--- src/poc_defines.svh ---
// constants for the port overcurrent protection block
`ifndef POC_DEFINES_SVH
`define POC_DEFINES_SVH
`define POC_NPORT        4
`define POC_CLK_NS       10
`define POC_TICK_NS      1000000
`define POC_TICK_CYC     (`POC_TICK_NS / `POC_CLK_NS)
`define POC_UP_DIV_MAX   2'h3
`define POC_START_TICKS  8'h3c
`define POC_OVLD_TO0     8'h3c
`define POC_OVLD_TO1     8'h1e
`define POC_OVLD_TO2     8'h0f
`define POC_OVLD_TO3     8'h78
`define POC_HARD_TO0     8'h3c
`define POC_HARD_TO1     8'h1e
`define POC_HARD_TO2     8'h0f
`define POC_HARD_TO3     8'h0a
`define POC_A_PWR_EN     8'h00
`define POC_A_OVLD_CFG   8'h04
`define POC_A_TIMING     8'h08
`define POC_A_HIGH_PWR   8'h0c
`define POC_A_EVENT      8'h10
`define POC_A_MASK       8'h14
`define POC_A_STATUS     8'h18
`define POC_EVT_INRUSH   0
`define POC_EVT_OVLD     4
`define POC_EVT_HARD     8
`define POC_TCFG_OVLD    0
`define POC_TCFG_HARD    2
`define POC_RST_OVLD_CFG 12'h333
`define POC_RST_TIMING   4'h0
`endif

--- src/poc_pkg.sv ---
// types shared by the port overcurrent protection block
package poc_pkg;
   typedef enum logic [1:0] {ST_OFF, ST_START, ST_ON} poc_port_st_t;
   typedef struct packed {
      logic [7:0] cnt;
   } poc_timer_st_t;
endpackage

--- src/poc_timer.sv ---
// per-port timeout counter: down on tick while active, slow up otherwise
module poc_timer
   import poc_pkg::*;
(
   input  wire logic       hclk,
   input  wire logic       hresetn,
   input  wire logic       tick,
   input  wire logic       up_tick,
   input  wire logic       load,
   input  wire logic       run,
   input  wire logic [7:0] cnt_max,
   output logic            expired
);
   poc_timer_st_t q;
   poc_timer_st_t d;

   always_comb begin
      d = q;
      if (load) begin
         d.cnt = cnt_max;
      end else if (run) begin
         if (tick && q.cnt != 8'h00) begin
            d.cnt = 8'(q.cnt - 8'h01);
         end
      end else if (up_tick && q.cnt < cnt_max) begin
         d.cnt = 8'(q.cnt + 8'h01);
      end else if (q.cnt > cnt_max) begin
         d.cnt = cnt_max;
      end
   end

   assign expired = run && q.cnt == 8'h00;

   always_ff @(posedge hclk or negedge hresetn) begin
      if (!hresetn) begin
         q <= '0;
      end else begin
         q <= d;
      end
   end
endmodule // poc_timer

--- src/poc_top.sv ---
// four-port overcurrent protection sequencer with ahb-lite registers
//
// Summary of operation
// - switching a port on starts its start-window timer.
// - while the start window runs, port current is held to inrush level.
// - still inrush-limited at window end: port off, inrush flag, optional interrupt.
// - after the start window, two current-limit tiers replace inrush limit.
// - lower tier is the per-port overload threshold from its config register.
// - overload timeout comes from the overload field of timing config.
// - overload timer expiry: port off, overload flag set, optional interrupt.
// - upper tier is a hard limit enforced at once with voltage foldback.
// - hard limit value per port follows its high-power select bit.
// - hard limit starts its timer; expiry turns port off, sets flag.
// - below overload threshold, timer counts back up slower, capped at max.
// - overload threshold is a 3-bit per-port code driven to the sense stage.
// - hard limit cleared, its timer counts back up slower, capped at max.
// - after power good, high-power bit selects doubled foldback, else single.
//
// The AHB-Lite interface to the registers and the placing of the registers were chosen for this implementation.
`include "poc_defines.svh"
module poc_top
   import poc_pkg::*;
#(
   parameter int TICK_CYCLES = `POC_TICK_CYC
)
(
   input  wire logic        hclk,
   input  wire logic        hresetn,
   input  wire logic        hsel,
   input  wire logic [31:0] haddr,
   input  wire logic [1:0]  htrans,
   input  wire logic        hwrite,
   input  wire logic [2:0]  hsize,
   input  wire logic [31:0] hwdata,
   input  wire logic        hready,
   output logic [31:0]      hrdata,
   output logic             hreadyout,
   output logic             hresp,
   input  wire logic [3:0]  inrush_limiting,
   input  wire logic [3:0]  over_threshold,
   input  wire logic [3:0]  at_hard_limit,
   input  wire logic [3:0]  power_good,
   output logic [3:0]       port_gate_en,
   output logic [3:0]       inrush_limit_en,
   output logic [3:0]       hard_limit_en,
   output logic [3:0]       hard_limit_high,
   output logic [3:0]       foldback_2x,
   output logic [11:0]      overload_threshold,
   output logic             irq
);
   typedef struct packed {
      logic [3:0]          pwr_en;
      logic [11:0]         ovld_cfg;
      logic [3:0]          tcfg;
      logic [3:0]          high_pwr;
      logic [11:0]         evt;
      logic [11:0]         mask;
      poc_port_st_t [3:0]  st;
      logic [16:0]         div;
      logic [1:0]          up_div;
      logic                tick;
      logic                up_tick;
      logic [15:0]         sync1;
      logic [15:0]         sync2;
      logic                wr_pend;
      logic [7:0]          wr_addr;
      logic [31:0]         rdata;
      logic                ready;
      logic [3:0]          gate;
      logic [3:0]          inrush_lim;
      logic [3:0]          hard_en;
      logic [3:0]          hard_hi;
      logic [3:0]          fold2x;
      logic [11:0]         thr;
      logic                irq;
   } poc_top_st_t;

   poc_top_st_t q;
   poc_top_st_t d;

   logic [3:0] st_ld;
   logic [3:0] st_exp;
   logic [3:0] ov_ld;
   logic [3:0] ov_run;
   logic [3:0] ov_exp;
   logic [3:0] hl_ld;
   logic [3:0] hl_run;
   logic [3:0] hl_exp;
   logic [3:0] inrush_s;
   logic [3:0] over_s;
   logic [3:0] hard_s;
   logic [3:0] good_s;
   logic [7:0] ov_max;
   logic [7:0] hl_max;
   logic       addr_ph;

   assign inrush_s = q.sync2[3:0];
   assign over_s   = q.sync2[7:4];
   assign hard_s   = q.sync2[11:8];
   assign good_s   = q.sync2[15:12];
   assign addr_ph  = hsel && hready && htrans[1];

   always_comb begin
      unique case (q.tcfg[`POC_TCFG_OVLD +: 2])
         2'h0: ov_max = `POC_OVLD_TO0;
         2'h1: ov_max = `POC_OVLD_TO1;
         2'h2: ov_max = `POC_OVLD_TO2;
         2'h3: ov_max = `POC_OVLD_TO3;
      endcase
      unique case (q.tcfg[`POC_TCFG_HARD +: 2])
         2'h0: hl_max = `POC_HARD_TO0;
         2'h1: hl_max = `POC_HARD_TO1;
         2'h2: hl_max = `POC_HARD_TO2;
         2'h3: hl_max = `POC_HARD_TO3;
      endcase
   end

   for (genvar i = 0; i < `POC_NPORT; i++) begin : g_tmr
      poc_timer u_start (
         .hclk    (hclk),
         .hresetn (hresetn),
         .tick    (q.tick),
         .up_tick (1'b0),
         .load    (st_ld[i]),
         .run     (q.st[i] == ST_START),
         .cnt_max (`POC_START_TICKS),
         .expired (st_exp[i])
      );
      poc_timer u_ovld (
         .hclk    (hclk),
         .hresetn (hresetn),
         .tick    (q.tick),
         .up_tick (q.up_tick),
         .load    (ov_ld[i]),
         .run     (ov_run[i]),
         .cnt_max (ov_max),
         .expired (ov_exp[i])
      );
      poc_timer u_hard (
         .hclk    (hclk),
         .hresetn (hresetn),
         .tick    (q.tick),
         .up_tick (q.up_tick),
         .load    (hl_ld[i]),
         .run     (hl_run[i]),
         .cnt_max (hl_max),
         .expired (hl_exp[i])
      );
      // overload runs down only while over threshold
      assign ov_run[i] = q.st[i] == ST_ON && over_s[i];
      // hard timer runs down only while at hard limit
      assign hl_run[i] = q.st[i] == ST_ON && hard_s[i];
   end

   always_comb begin
      d = q;
      st_ld = '0;
      ov_ld = '0;
      hl_ld = '0;
      d.sync1 = {power_good, at_hard_limit, over_threshold, inrush_limiting};
      d.sync2 = q.sync1;
      d.tick = 1'b0;
      d.up_tick = 1'b0;
      if (q.div == 17'(TICK_CYCLES - 1)) begin
         d.div = '0;
         d.tick = 1'b1;
         d.up_div = 2'(q.up_div + 2'h1);
         d.up_tick = q.up_div == `POC_UP_DIV_MAX;
      end else begin
         d.div = 17'(q.div + 17'h1);
      end
      // ahb data phase write
      d.wr_pend = 1'b0;
      if (q.wr_pend) begin
         unique case (q.wr_addr)
            `POC_A_PWR_EN:   d.pwr_en = hwdata[3:0];
            `POC_A_OVLD_CFG: d.ovld_cfg = hwdata[11:0];
            `POC_A_TIMING:   d.tcfg = hwdata[3:0];
            `POC_A_HIGH_PWR: d.high_pwr = hwdata[3:0];
            `POC_A_MASK:     d.mask = hwdata[11:0];
            default: ;
         endcase
      end
      // ahb address phase, zero wait states
      d.ready = 1'b1;
      d.rdata = '0;
      if (addr_ph) begin
         d.wr_pend = hwrite;
         d.wr_addr = haddr[7:0];
         if (!hwrite) begin
            unique case (haddr[7:0])
               `POC_A_PWR_EN:   d.rdata = {28'h0, q.pwr_en};
               `POC_A_OVLD_CFG: d.rdata = {20'h0, q.ovld_cfg};
               `POC_A_TIMING:   d.rdata = {28'h0, q.tcfg};
               `POC_A_HIGH_PWR: d.rdata = {28'h0, q.high_pwr};
               `POC_A_EVENT: begin
                  d.rdata = {20'h0, q.evt};
                  // read clears, new events below still win
                  d.evt = '0;
               end
               `POC_A_MASK:     d.rdata = {20'h0, q.mask};
               `POC_A_STATUS:
                  d.rdata = {20'h0, good_s, q.inrush_lim, q.gate};
               default:         d.rdata = '0;
            endcase
         end
      end
      for (int i = 0; i < `POC_NPORT; i++) begin
         unique case (q.st[i])
            ST_OFF: begin
               if (q.pwr_en[i]) begin
                  st_ld[i] = 1'b1;
                  d.st[i] = ST_START;
               end
            end
            ST_START: begin
               if (!q.pwr_en[i]) begin
                  d.st[i] = ST_OFF;
               end else if (st_exp[i]) begin
                  if (inrush_s[i]) begin
                     d.st[i] = ST_OFF;
                     d.pwr_en[i] = 1'b0;
                     d.evt[`POC_EVT_INRUSH + i] = 1'b1;
                  end else begin
                     d.st[i] = ST_ON;
                     ov_ld[i] = 1'b1;
                     hl_ld[i] = 1'b1;
                  end
               end
            end
            ST_ON: begin
               if (!q.pwr_en[i]) begin
                  d.st[i] = ST_OFF;
               end else if (hl_exp[i]) begin
                  d.st[i] = ST_OFF;
                  d.pwr_en[i] = 1'b0;
                  d.evt[`POC_EVT_HARD + i] = 1'b1;
               end else if (ov_exp[i]) begin
                  d.st[i] = ST_OFF;
                  d.pwr_en[i] = 1'b0;
                  d.evt[`POC_EVT_OVLD + i] = 1'b1;
               end
            end
            default: d.st[i] = ST_OFF;
         endcase
         d.gate[i] = d.st[i] != ST_OFF;
         d.inrush_lim[i] = d.st[i] == ST_START;
         // hard limit with foldback once powered
         d.hard_en[i] = d.st[i] == ST_ON;
         d.fold2x[i] = d.st[i] == ST_ON && good_s[i] && q.high_pwr[i];
      end
      d.hard_hi = q.high_pwr;
      // overload threshold codes to sense stage
      d.thr = q.ovld_cfg;
      d.irq = |(d.evt & d.mask);
   end

   always_ff @(posedge hclk or negedge hresetn) begin
      if (!hresetn) begin
         q <= '0;
         q.ovld_cfg <= `POC_RST_OVLD_CFG;
         q.tcfg <= `POC_RST_TIMING;
         q.thr <= `POC_RST_OVLD_CFG;
      end else begin
         q <= d;
      end
   end

   assign hrdata             = q.rdata;
   assign hreadyout          = q.ready;
   assign hresp              = 1'b0;
   assign port_gate_en       = q.gate;
   assign inrush_limit_en    = q.inrush_lim;
   assign hard_limit_en      = q.hard_en;
   assign hard_limit_high    = q.hard_hi;
   assign foldback_2x        = q.fold2x;
   assign overload_threshold = q.thr;
   assign irq                = q.irq;

   for (genvar i = 0; i < `POC_NPORT; i++) begin : g_chk

   end
endmodule // poc_top

--- config.mk ---
export PLATFORM = sky130hd
export DESIGN_NAME = poc_top
export DESIGN_NICKNAME = d
export VERILOG_FILES = /design/src/poc_pkg.sv /design/src/poc_timer.sv /design/src/poc_top.sv
export VERILOG_INCLUDE_DIRS = /design/src
export SDC_FILE = /design/constraint.sdc
export NUM_CORES = 1
export LEC_CHECK = 0
export ABC_AREA = 1
export BUFFER_PORTS_ARGS = -buffer_cell sky130_fd_sc_hd__buf_2
export CAP_MARGIN = 20
export CORE_ASPECT_RATIO = 0.5
export CORE_MARGIN = 1
export CORE_UTILIZATION = 50
export DETAILED_ROUTE_END_ITERATION = 16
export MAX_ROUTING_LAYER = met4
export PLACE_DENSITY = 0.72
export SYNTH_ARGS = -nofsm -noshare
export SYNTH_HDL_FRONTEND = slang
export SYNTH_SLANG_ARGS = --single-unit
--- constraint.sdc ---
create_clock -name hclk -period 2.4 [get_ports hclk]
set_input_delay 0.36 -clock hclk [delete_from_list [all_inputs] [get_ports hclk]]
set_output_delay 0.36 -clock hclk [all_outputs]
set_load 0.01 [all_outputs]
==> key figures, run 1 <==
Global routing
  – First-pass GRT wire length: 69500 um
  – Grt total ovfl: 0
  – Antenna violations before repair: 1
  – GRT Util Overall: 0.253
  – Largest net degree at the start of global routing: 72
  – Vias in the first global route: about 14000

Detailed routing
  – Drt total wl: 42900 um
  – DRT antenna net count: 0
  – Router iterations before antenna repair: 6
  – Vias per cell: around 5.3
  – DRC Markers: 0
  – Routed vias: 14900
  – Routed wire length per instance: around 15 um
  – Initial DRC count: 1181

Placement
  – Cells after DPL: 2760
  – Hpwl dp: 31500 um
  – Gpl congestion: 0.958
  – Port bufs: 87
  – DP Worst Slack: -30.3 ps

Timing
  – Final WS setup: 85.2 ps
  – Max-slew violations: 0
  – RSZ-0062 raised after global routing: yes
  – Worst Clk Skew: ~12 ps
  – Tmin final: 2310 ps
  – Setup TNS: 0 ps
  – Max Freq: 432 MHz
  – Worst Tran Pin Value: 688 ps
  – Final setup viols: 0
  – Slew headroom: 0.540
  – Final Hold Viols: 0
  – Final period util: 0.965

Clock tree
  – Root Buffer: clkbuf_16
  – Clock tree sinks: 260
  – Clk slew on worst S/H paths: ~70 ps
  – Clk_lat worst skew: roughly 570 ps
  – CTS Buffer Depth: 3
  – CTS tree: done
  – TritonCTS Buffers: 26
  – Clock H-tree levels: 1

Worst setup path
  – FF-to-FF Start: q[166]$_DFFE_PN0P_
  – R2r worst-path depth: 12
  – CP Capture Type: register
  – R2R Path End: g_tmr[0].u_hard.q[1]$_DFFE_PN0P_
  – Crit start category: register
  – Worst Path Required: 2900 ps
  – Arrival time at the worst endpoint: 2820 ps
  – WS Path Type: reg2reg
  – Peak fanout along the critical path: 6
  – R2r setup slk: 90 ps

Die
  – Die Y-Extent: 132 um
  – Die X: 262 um
  – Initial Util: 0.510
  – Die area: 34700 um^2
  – Row count: 47
  – Number of I/O pins: between 150 and 200
  – Core area: 33200 um^2

Power
  – Power per Cell Area: 825 nW/um^2
  – Static Leakage: 10.0 nW
  – P_sw: 0.00639 W
  – Worst vdd rail ir drop: 0.622 mV
  – Internal power: 0.00955 W
  – Sw frac: 0.401
  – Sequential power share: 0.374
  – Share of total power in the clock network: 0.261
  – Total Power: 0.0159 W
  – Comb pwr share: 0.365

Yosys
  – Netlist Area Pre-Place: about 17000 um^2
  – Yosys synthesis warning count: 0
  – Largest cells by area after synthesis: dfrtp_1, nand2_1, ha_1
  – Share of the synthesized area in the top cell type: 0.366
  – Mean Syn Cell Area: 7.53 um^2
  – Post-synth EDFFs: 0
  – Register area share after synthesis: 0.385
  – Synth unique cells: 61
  – Leading area contributor after synthesis: dfrtp_1
  – FFs w/ async S/R, synth: 1.00
  – Synthesized flop and latch total: 260
  – Cells after Synth: 2253
  – Main synth FF type: dfrtp_1

Min path
  – Hold endpoint: d[18]$_DFFE_PN0P_
  – Worst hold path class: in2reg
  – WHS Path Cells: 3
  – Hold wc startpoint: hwdata[1]

Layout
  – Post-Layout Cell Count: around 2800
  – Share of cells above drive strength 1: 0.167
  – Final layout net count: 2566
  – Layout area overhead: 14.0%
  – Finished Core Util: 0.582

Run
  – Number of max-cap violations: 0

Run status
  – Status: finished clean
## layer usage
metal  vias to the layer above  routed length (um)  part of all wire  GRT usage
met3                        77                2640             0.062     0.0390
li1                       7475                   -                 -          -
met2                       416               19200              0.45      0.395
met5                         -                   0                 0          -
met1                      6962               19900              0.46      0.345
met4                         0                1130             0.026     0.0660
## cells by family after synthesis
group                      synth area share
AOI/OAI and AO/OA                    0.0919
buffers and inverters                 0.112
other                              0.000443
muxes                               0.00192
adders and majority gates            0.0716
DFF                                   0.385
and+or+nand+nor                       0.302
xor gates and xnor gates             0.0356
## stage by stage
stage / cell area [um^2] / hold WS [ps]
CTS: 18900 / 0.452
finish: 19300 / 17.5
floorplan: 17000 / 64.4
global route: 19300 / 20.2
global placement: 17800 / 332
detailed placement: 17800 / 331
## sequential cells by signal (all words and copies together) (netlist names), 12 cells and up
name,cells
d,32
g_tmr.u_hard.q,32
g_tmr.u_ovld.q,32
g_tmr.u_start.q,32
hrdata,12
overload_threshold,12
q,70
## cell type report
type                            count  area (um^2)
Antenna cell                        1         2.50
Clock buffer                       35          734
Clock inverter                     13          139
Fill cell                        2911        13900
Inverter                          299         1130
Multi-Input combinational cell   1604         8900
Sequential cell                   260         6520
Tap cell                          441          552
Timing Repair Buffer              188         1360
## timing repair
item,in CTS,in global routing
hold endpoints to repair,66,0
hold buffers,17,0
gates cloned,0,2
pin swaps,1,16
endpoints found under the setup margin,23,60
resized for setup,6,64
buffers inserted,0,13
## critical path, cell delays in order, from the launching register on
cell,delay (ps)
dfrtp_1,440
nor2_4,160
clkinvlp_4,210
ha_1,340
nand2_1,80
nor3b_4,240
nand4_1,200
buf_4,230
nand2_1,50
nand2_1,50
nand2_1,50
nand2_1,70
a21oi_2,130
## placed cells by master (no fill, tap or decap), types with 54 or more instances in the layout
master	count
a21oi_1	63
buf_2	86
buf_4	70
dfrtp_1	248
ha_1	89
inv_1	251
nand2_1	570
nand3_1	163
nand4_1	56
nor2_1	173
o21ai_0	105
o21ai_1	54
xor2_1	63
## cell usage after synthesis, drive strengths merged, types with 3 or more instances
cell	number
clkbuf	8
o41ai	3
o2111ai	4
buf	103
dfrtp	248
nand3b	3
nand4	59
ha	97
dfstp	12
o211ai	3
xnor2	6
a31oi	10
o21a	3
xor2	63
nand2	600
inv	298
nor4	6
nand3	181
o21ai	162
nor2	203
o21bai	7
a21oi	69
nor3	60
o22ai	7
or2	9
a221oi	3
nor3b	6
## worst max path at each step
stage,startpoint,to,slack (ps)
2_1_floorplan,q[167]$_DFFE_PN0P_,g_tmr[0].u_hard.q[2]$_DFFE_PN0P_,20
3_3_place_gp,q[164]$_DFFE_PN0P_,g_tmr[0].u_ovld.q[6]$_DFFE_PN0P_,20
3_5_place_dp,q[164]$_DFFE_PN0P_,g_tmr[3].u_ovld.q[4]$_DFFE_PN0P_,-30
4_1_cts,q[164]$_DFFE_PN0P_,g_tmr[0].u_ovld.q[7]$_DFFE_PN0P_,1
5_1_grt,q[166]$_DFFE_PN0P_,g_tmr[3].u_hard.q[1]$_DFFE_PN0P_,-70
6_report,q[166]$_DFFE_PN0P_,g_tmr[0].u_hard.q[1]$_DFFE_PN0P_,90
## power groups by stage
| stage | sequential (W) | combinational [W] | clock [W] |
|---|---|---|---|
| 2_1_floorplan | 0.00562 | 0.00458 | 0 |
| 3_3_place_gp | 0.00598 | 0.00536 | 0 |
| 3_5_place_dp | 0.00599 | 0.00551 | 0 |
| 4_1_cts | 0.00592 | 0.00558 | 0.00424 |
| 5_1_grt | 0.00606 | 0.00664 | 0.00443 |
| 6_report | 0.00597 | 0.00582 | 0.00416 |
Note: power is estimated with default switching activity, not from simulation.
==> run 2: changes to the inputs <==
Clock period 2.4 ns to 2 ns, I/O delays scaled along.
==> run 2 against run 1 <==
- the flow now finishes with violations (negative setup slack)
- critical path depth shrank 2
- sequential power rose by 18%
- clock power increased by 33%
- final cell count rose by 4.7%
- count of clock-buffer cells in the layout down 3
- clock skew up 14 ps
- total power grew 34%
- routed wire length is 11% higher
- non-clock buffer count rose by 131
- first-iteration DRC count shrank 10%
- die area unchanged
- via count grew 6.8%
- largest cell class unchanged
==> key figures, run 2 (synthesized netlist as in run 1, its figures left out) <==
Worst setup path
  – R2r worst-path depth: 10 (-2)
  – Crit-path cells: inv_1 > ha_1 > nand3_1 > nor2_2 > nor3_1 > nor2_1 > nand2_4 > inv_4 > nand2_2 > o21ai_2
  – R2R Path End: g_tmr[1].u_ovld.q[4]$_DFFE_PN0P_
  – FF-to-FF Start: g_tmr[1].u_ovld.q[1]$_DFFE_PN0P_
  – Worst Path Required: 2520 ps (-380 ps)
  – CP Capture Type: register
  – WS Path Type: reg2reg
  – CP peak stage delay: 520 ps (+80 ps)
  – Crit start category: register
  – Slowest CP cell: nor2_1
  – R2r setup slk: -250 ps (-330 ps)
  – Arrival time at the worst endpoint: 2760 ps (-60 ps)
  – Peak fanout along the critical path: 6 (unchanged)

Clock tree
  – Clock H-tree levels: 1 (unchanged)
  – Clk_lat worst skew: 600 ps (+30 ps)
  – Clock tree sinks: 260 (unchanged)
  – Root Buffer: clkbuf_16
  – TritonCTS Buffers: 26 (unchanged)
  – CTS Buffer Depth: 3 (unchanged)
  – CTS tree: done
  – Clk slew on worst S/H paths: 60 ps (about the same)

Layout
  – Fillcell total: 2719 (-6.6%)
  – Layout area overhead: 25.7%
  – Commonest cells after routing, fill and taps aside: nand2_1, dfrtp_1, inv_1
  – Final layout net count: 2699 (+5.2%)
  – Largest register FFs: 70 (unchanged)
  – Share of cells above drive strength 1: 0.263 (+0.0955)
  – Reg with most FFs: q
  – Commonest non-fill, non-tap cell in the layout: nand2_1
  – Design area: 21300 um^2 (+10%)

Global routing
  – First-pass GRT wire length: 76400 um (+10%)
  – Vias in the first global route: 15300 (+10%)
  – Grt total ovfl: 0 (unchanged)
  – Antenna violations before repair: 1 (unchanged)
  – Largest net degree at the start of global routing: 69 (-4.2%)
  – GRT Util Overall: 0.281 (+0.0280)

Min path
  – Hold endpoint: d[12]$_DFFE_PN0P_
  – Worst hold path class: in2reg
  – WHS Path Cells: 3 (unchanged)
  – Hold wc startpoint: hwdata[11]

Placement
  – Gpl congestion: 0.993 (+3.6%)
  – DP Worst Slack: -254 ps (-223 ps)
  – Hpwl dp: 34200 um (+8.6%)
  – Post-DP Area: 18900 um^2 (+6.2%)
  – Port bufs: 87 (unchanged)

Die
  – Initial Util: 0.510 (unchanged)
  – Row count: 47 (unchanged)
  – Number of I/O pins: 157 (unchanged)
  – Die X: 262 um (unchanged)
  – Core area: 33200 um^2 (unchanged)
  – Die Y-Extent: 132 um (unchanged)
  – Die area: 34700 um^2 (unchanged)

Power
  – Power per Cell Area: 1000 nW/um^2 (+22%)
  – Static Leakage: 10.9 nW (+8.8%)
  – Worst vdd rail ir drop: 0.790 mV (+27%)
  – Total Power: 0.0214 W (+34%)

Timing
  – Slew headroom: 0.562 (+0.0224)
  – Tmin final: 2250 ps (-67.8 ps)
  – RSZ-0062 raised after global routing: yes
  – Worst Tran Pin Value: 654 ps (-34.3 ps)
  – Final setup viols: 64 (+64)
  – Final Hold Viols: 0 (unchanged)
  – Max Freq: 445 MHz (+3.0%)
  – Max-slew violations: 0 (unchanged)
  – Final WS setup: -247 ps (-332 ps)
  – Worst Clk Skew: 25.9 ps (+14.0 ps)
  – Setup TNS: -9500 ps (-9500 ps)
  – Final period util: 1.12 (+0.159)

Run status
  – Failing checks: negative setup slack
  – Status: finished with violations

Detailed routing
  – Router iterations before antenna repair: 6 (unchanged)
  – Drt total wl: 47800 um (+11%)
  – Initial DRC count: 1058 (-10%)
  – Vias per cell: 5.36 (+2.0%)
  – Routed vias: 15900 (+6.8%)
  – DRT antenna net count: 0 (unchanged)
  – Routed wire length per instance: 16.1 um (+6.4%)
  – DRC Markers: 0 (unchanged)

Run
  – Number of max-cap violations: 0 (unchanged)
-- run 2: cell types whose count changed in the layout (fill, tap and decap cells not counted), moves of 14 or more --
cell     previous run  this run
buf_6               6        33
ha_1               89        73
nor2_1            173       156
nand2_2            28        75
ha_4                8        22
nand2_1           570       514
nand3_1           163       146
buf_4              70       169
-- run 2: worst max-delay path: cells and delay by family, from the launching register on --
| family | cells | cell delay [ps] |
|---|---|---|
| compound gates | 1 | 50 |
| simple gates | 6 | 1210 |
| flops | 1 | 500 |
| fa+ha+maj | 1 | 150 |
| buf+inv | 2 | 280 |
-- run 2: final cells by class --
type	count	area, um^2	area share
sequential	260	6520	0.306
clock buffer	32	713	0.0334
timing repair buffer	319	2440	0.114
antenna	1	2.50	0.000117
clock inverter	16	250	0.0117
multi-input combinational	1606	9690	0.455
tap	441	552	0.0259
inverter	299	1150	0.0540
-- run 2: where the power goes --
| part | leakage, nW | internal (W) | total [W] | switching, W |
|---|---|---|---|---|
| clock | 0.466 | 0.00321 | 0.00554 | 0.00233 |
| sequential | 3.18 | 0.00609 | 0.00702 | 0.000923 |
| combinational | 7.28 | 0.00359 | 0.00884 | 0.00524 |
-- run 2: worst max path at each step --
stage | startpoint | to | slack, ps | cells after the start
floorplan | q[167]$_DFFE_PN0P_ | g_tmr[0].u_hard.q[7]$_DFFE_PN0P_ | -120 | 12
global placement | q[164]$_DFFE_PN0P_ | g_tmr[3].u_ovld.q[4]$_DFFE_PN0P_ | -210 | 15
detailed placement | q[165]$_DFFE_PN0P_ | g_tmr[0].u_ovld.q[7]$_DFFE_PN0P_ | -250 | 14
CTS | q[164]$_DFFE_PN0P_ | g_tmr[1].u_ovld.q[4]$_DFFE_PN0P_ | -190 | 14
global route | q[165]$_DFFE_PN0P_ | g_tmr[0].u_ovld.q[6]$_DFFE_PN0P_ | -320 | 16
finish | g_tmr[1].u_ovld.q[1]$_DFFE_PN0P_ | g_tmr[1].u_ovld.q[4]$_DFFE_PN0P_ | -250 | 10
-- run 2: stage by stage --
stage          hold slack (ps)  utilization  std cells
2_1_floorplan             4.41            -       2273
3_5_place_dp               195        0.570       2878
5_1_grt                   20.1        0.642       2974
3_3_place_gp               198        0.570       2878
4_1_cts                   5.32        0.631       2970
6_report                  16.1        0.642       2974
-- run 2: what timing repair did --
| item | CTS | global route |
|---|---|---|
| resized for setup | 156 | 91 |
| endpoints found under the setup margin | 64 | 88 |
| pin swaps | 53 | 36 |
| hold buffers | 25 | 0 |
| buffers inserted | 16 | 3 |
| gates cloned | 3 | 0 |
| endpoints found under the hold margin | 254 | 0 |
-- run 2: layer usage --
metal,track usage,vias to the layer above,wire [um]
met1,0.367,7559,21000
met2,0.444,534,22200
met3,0.0523,104,3290
met5,-,-,0
li1,-,7741,-
met4,0.0902,0,1330
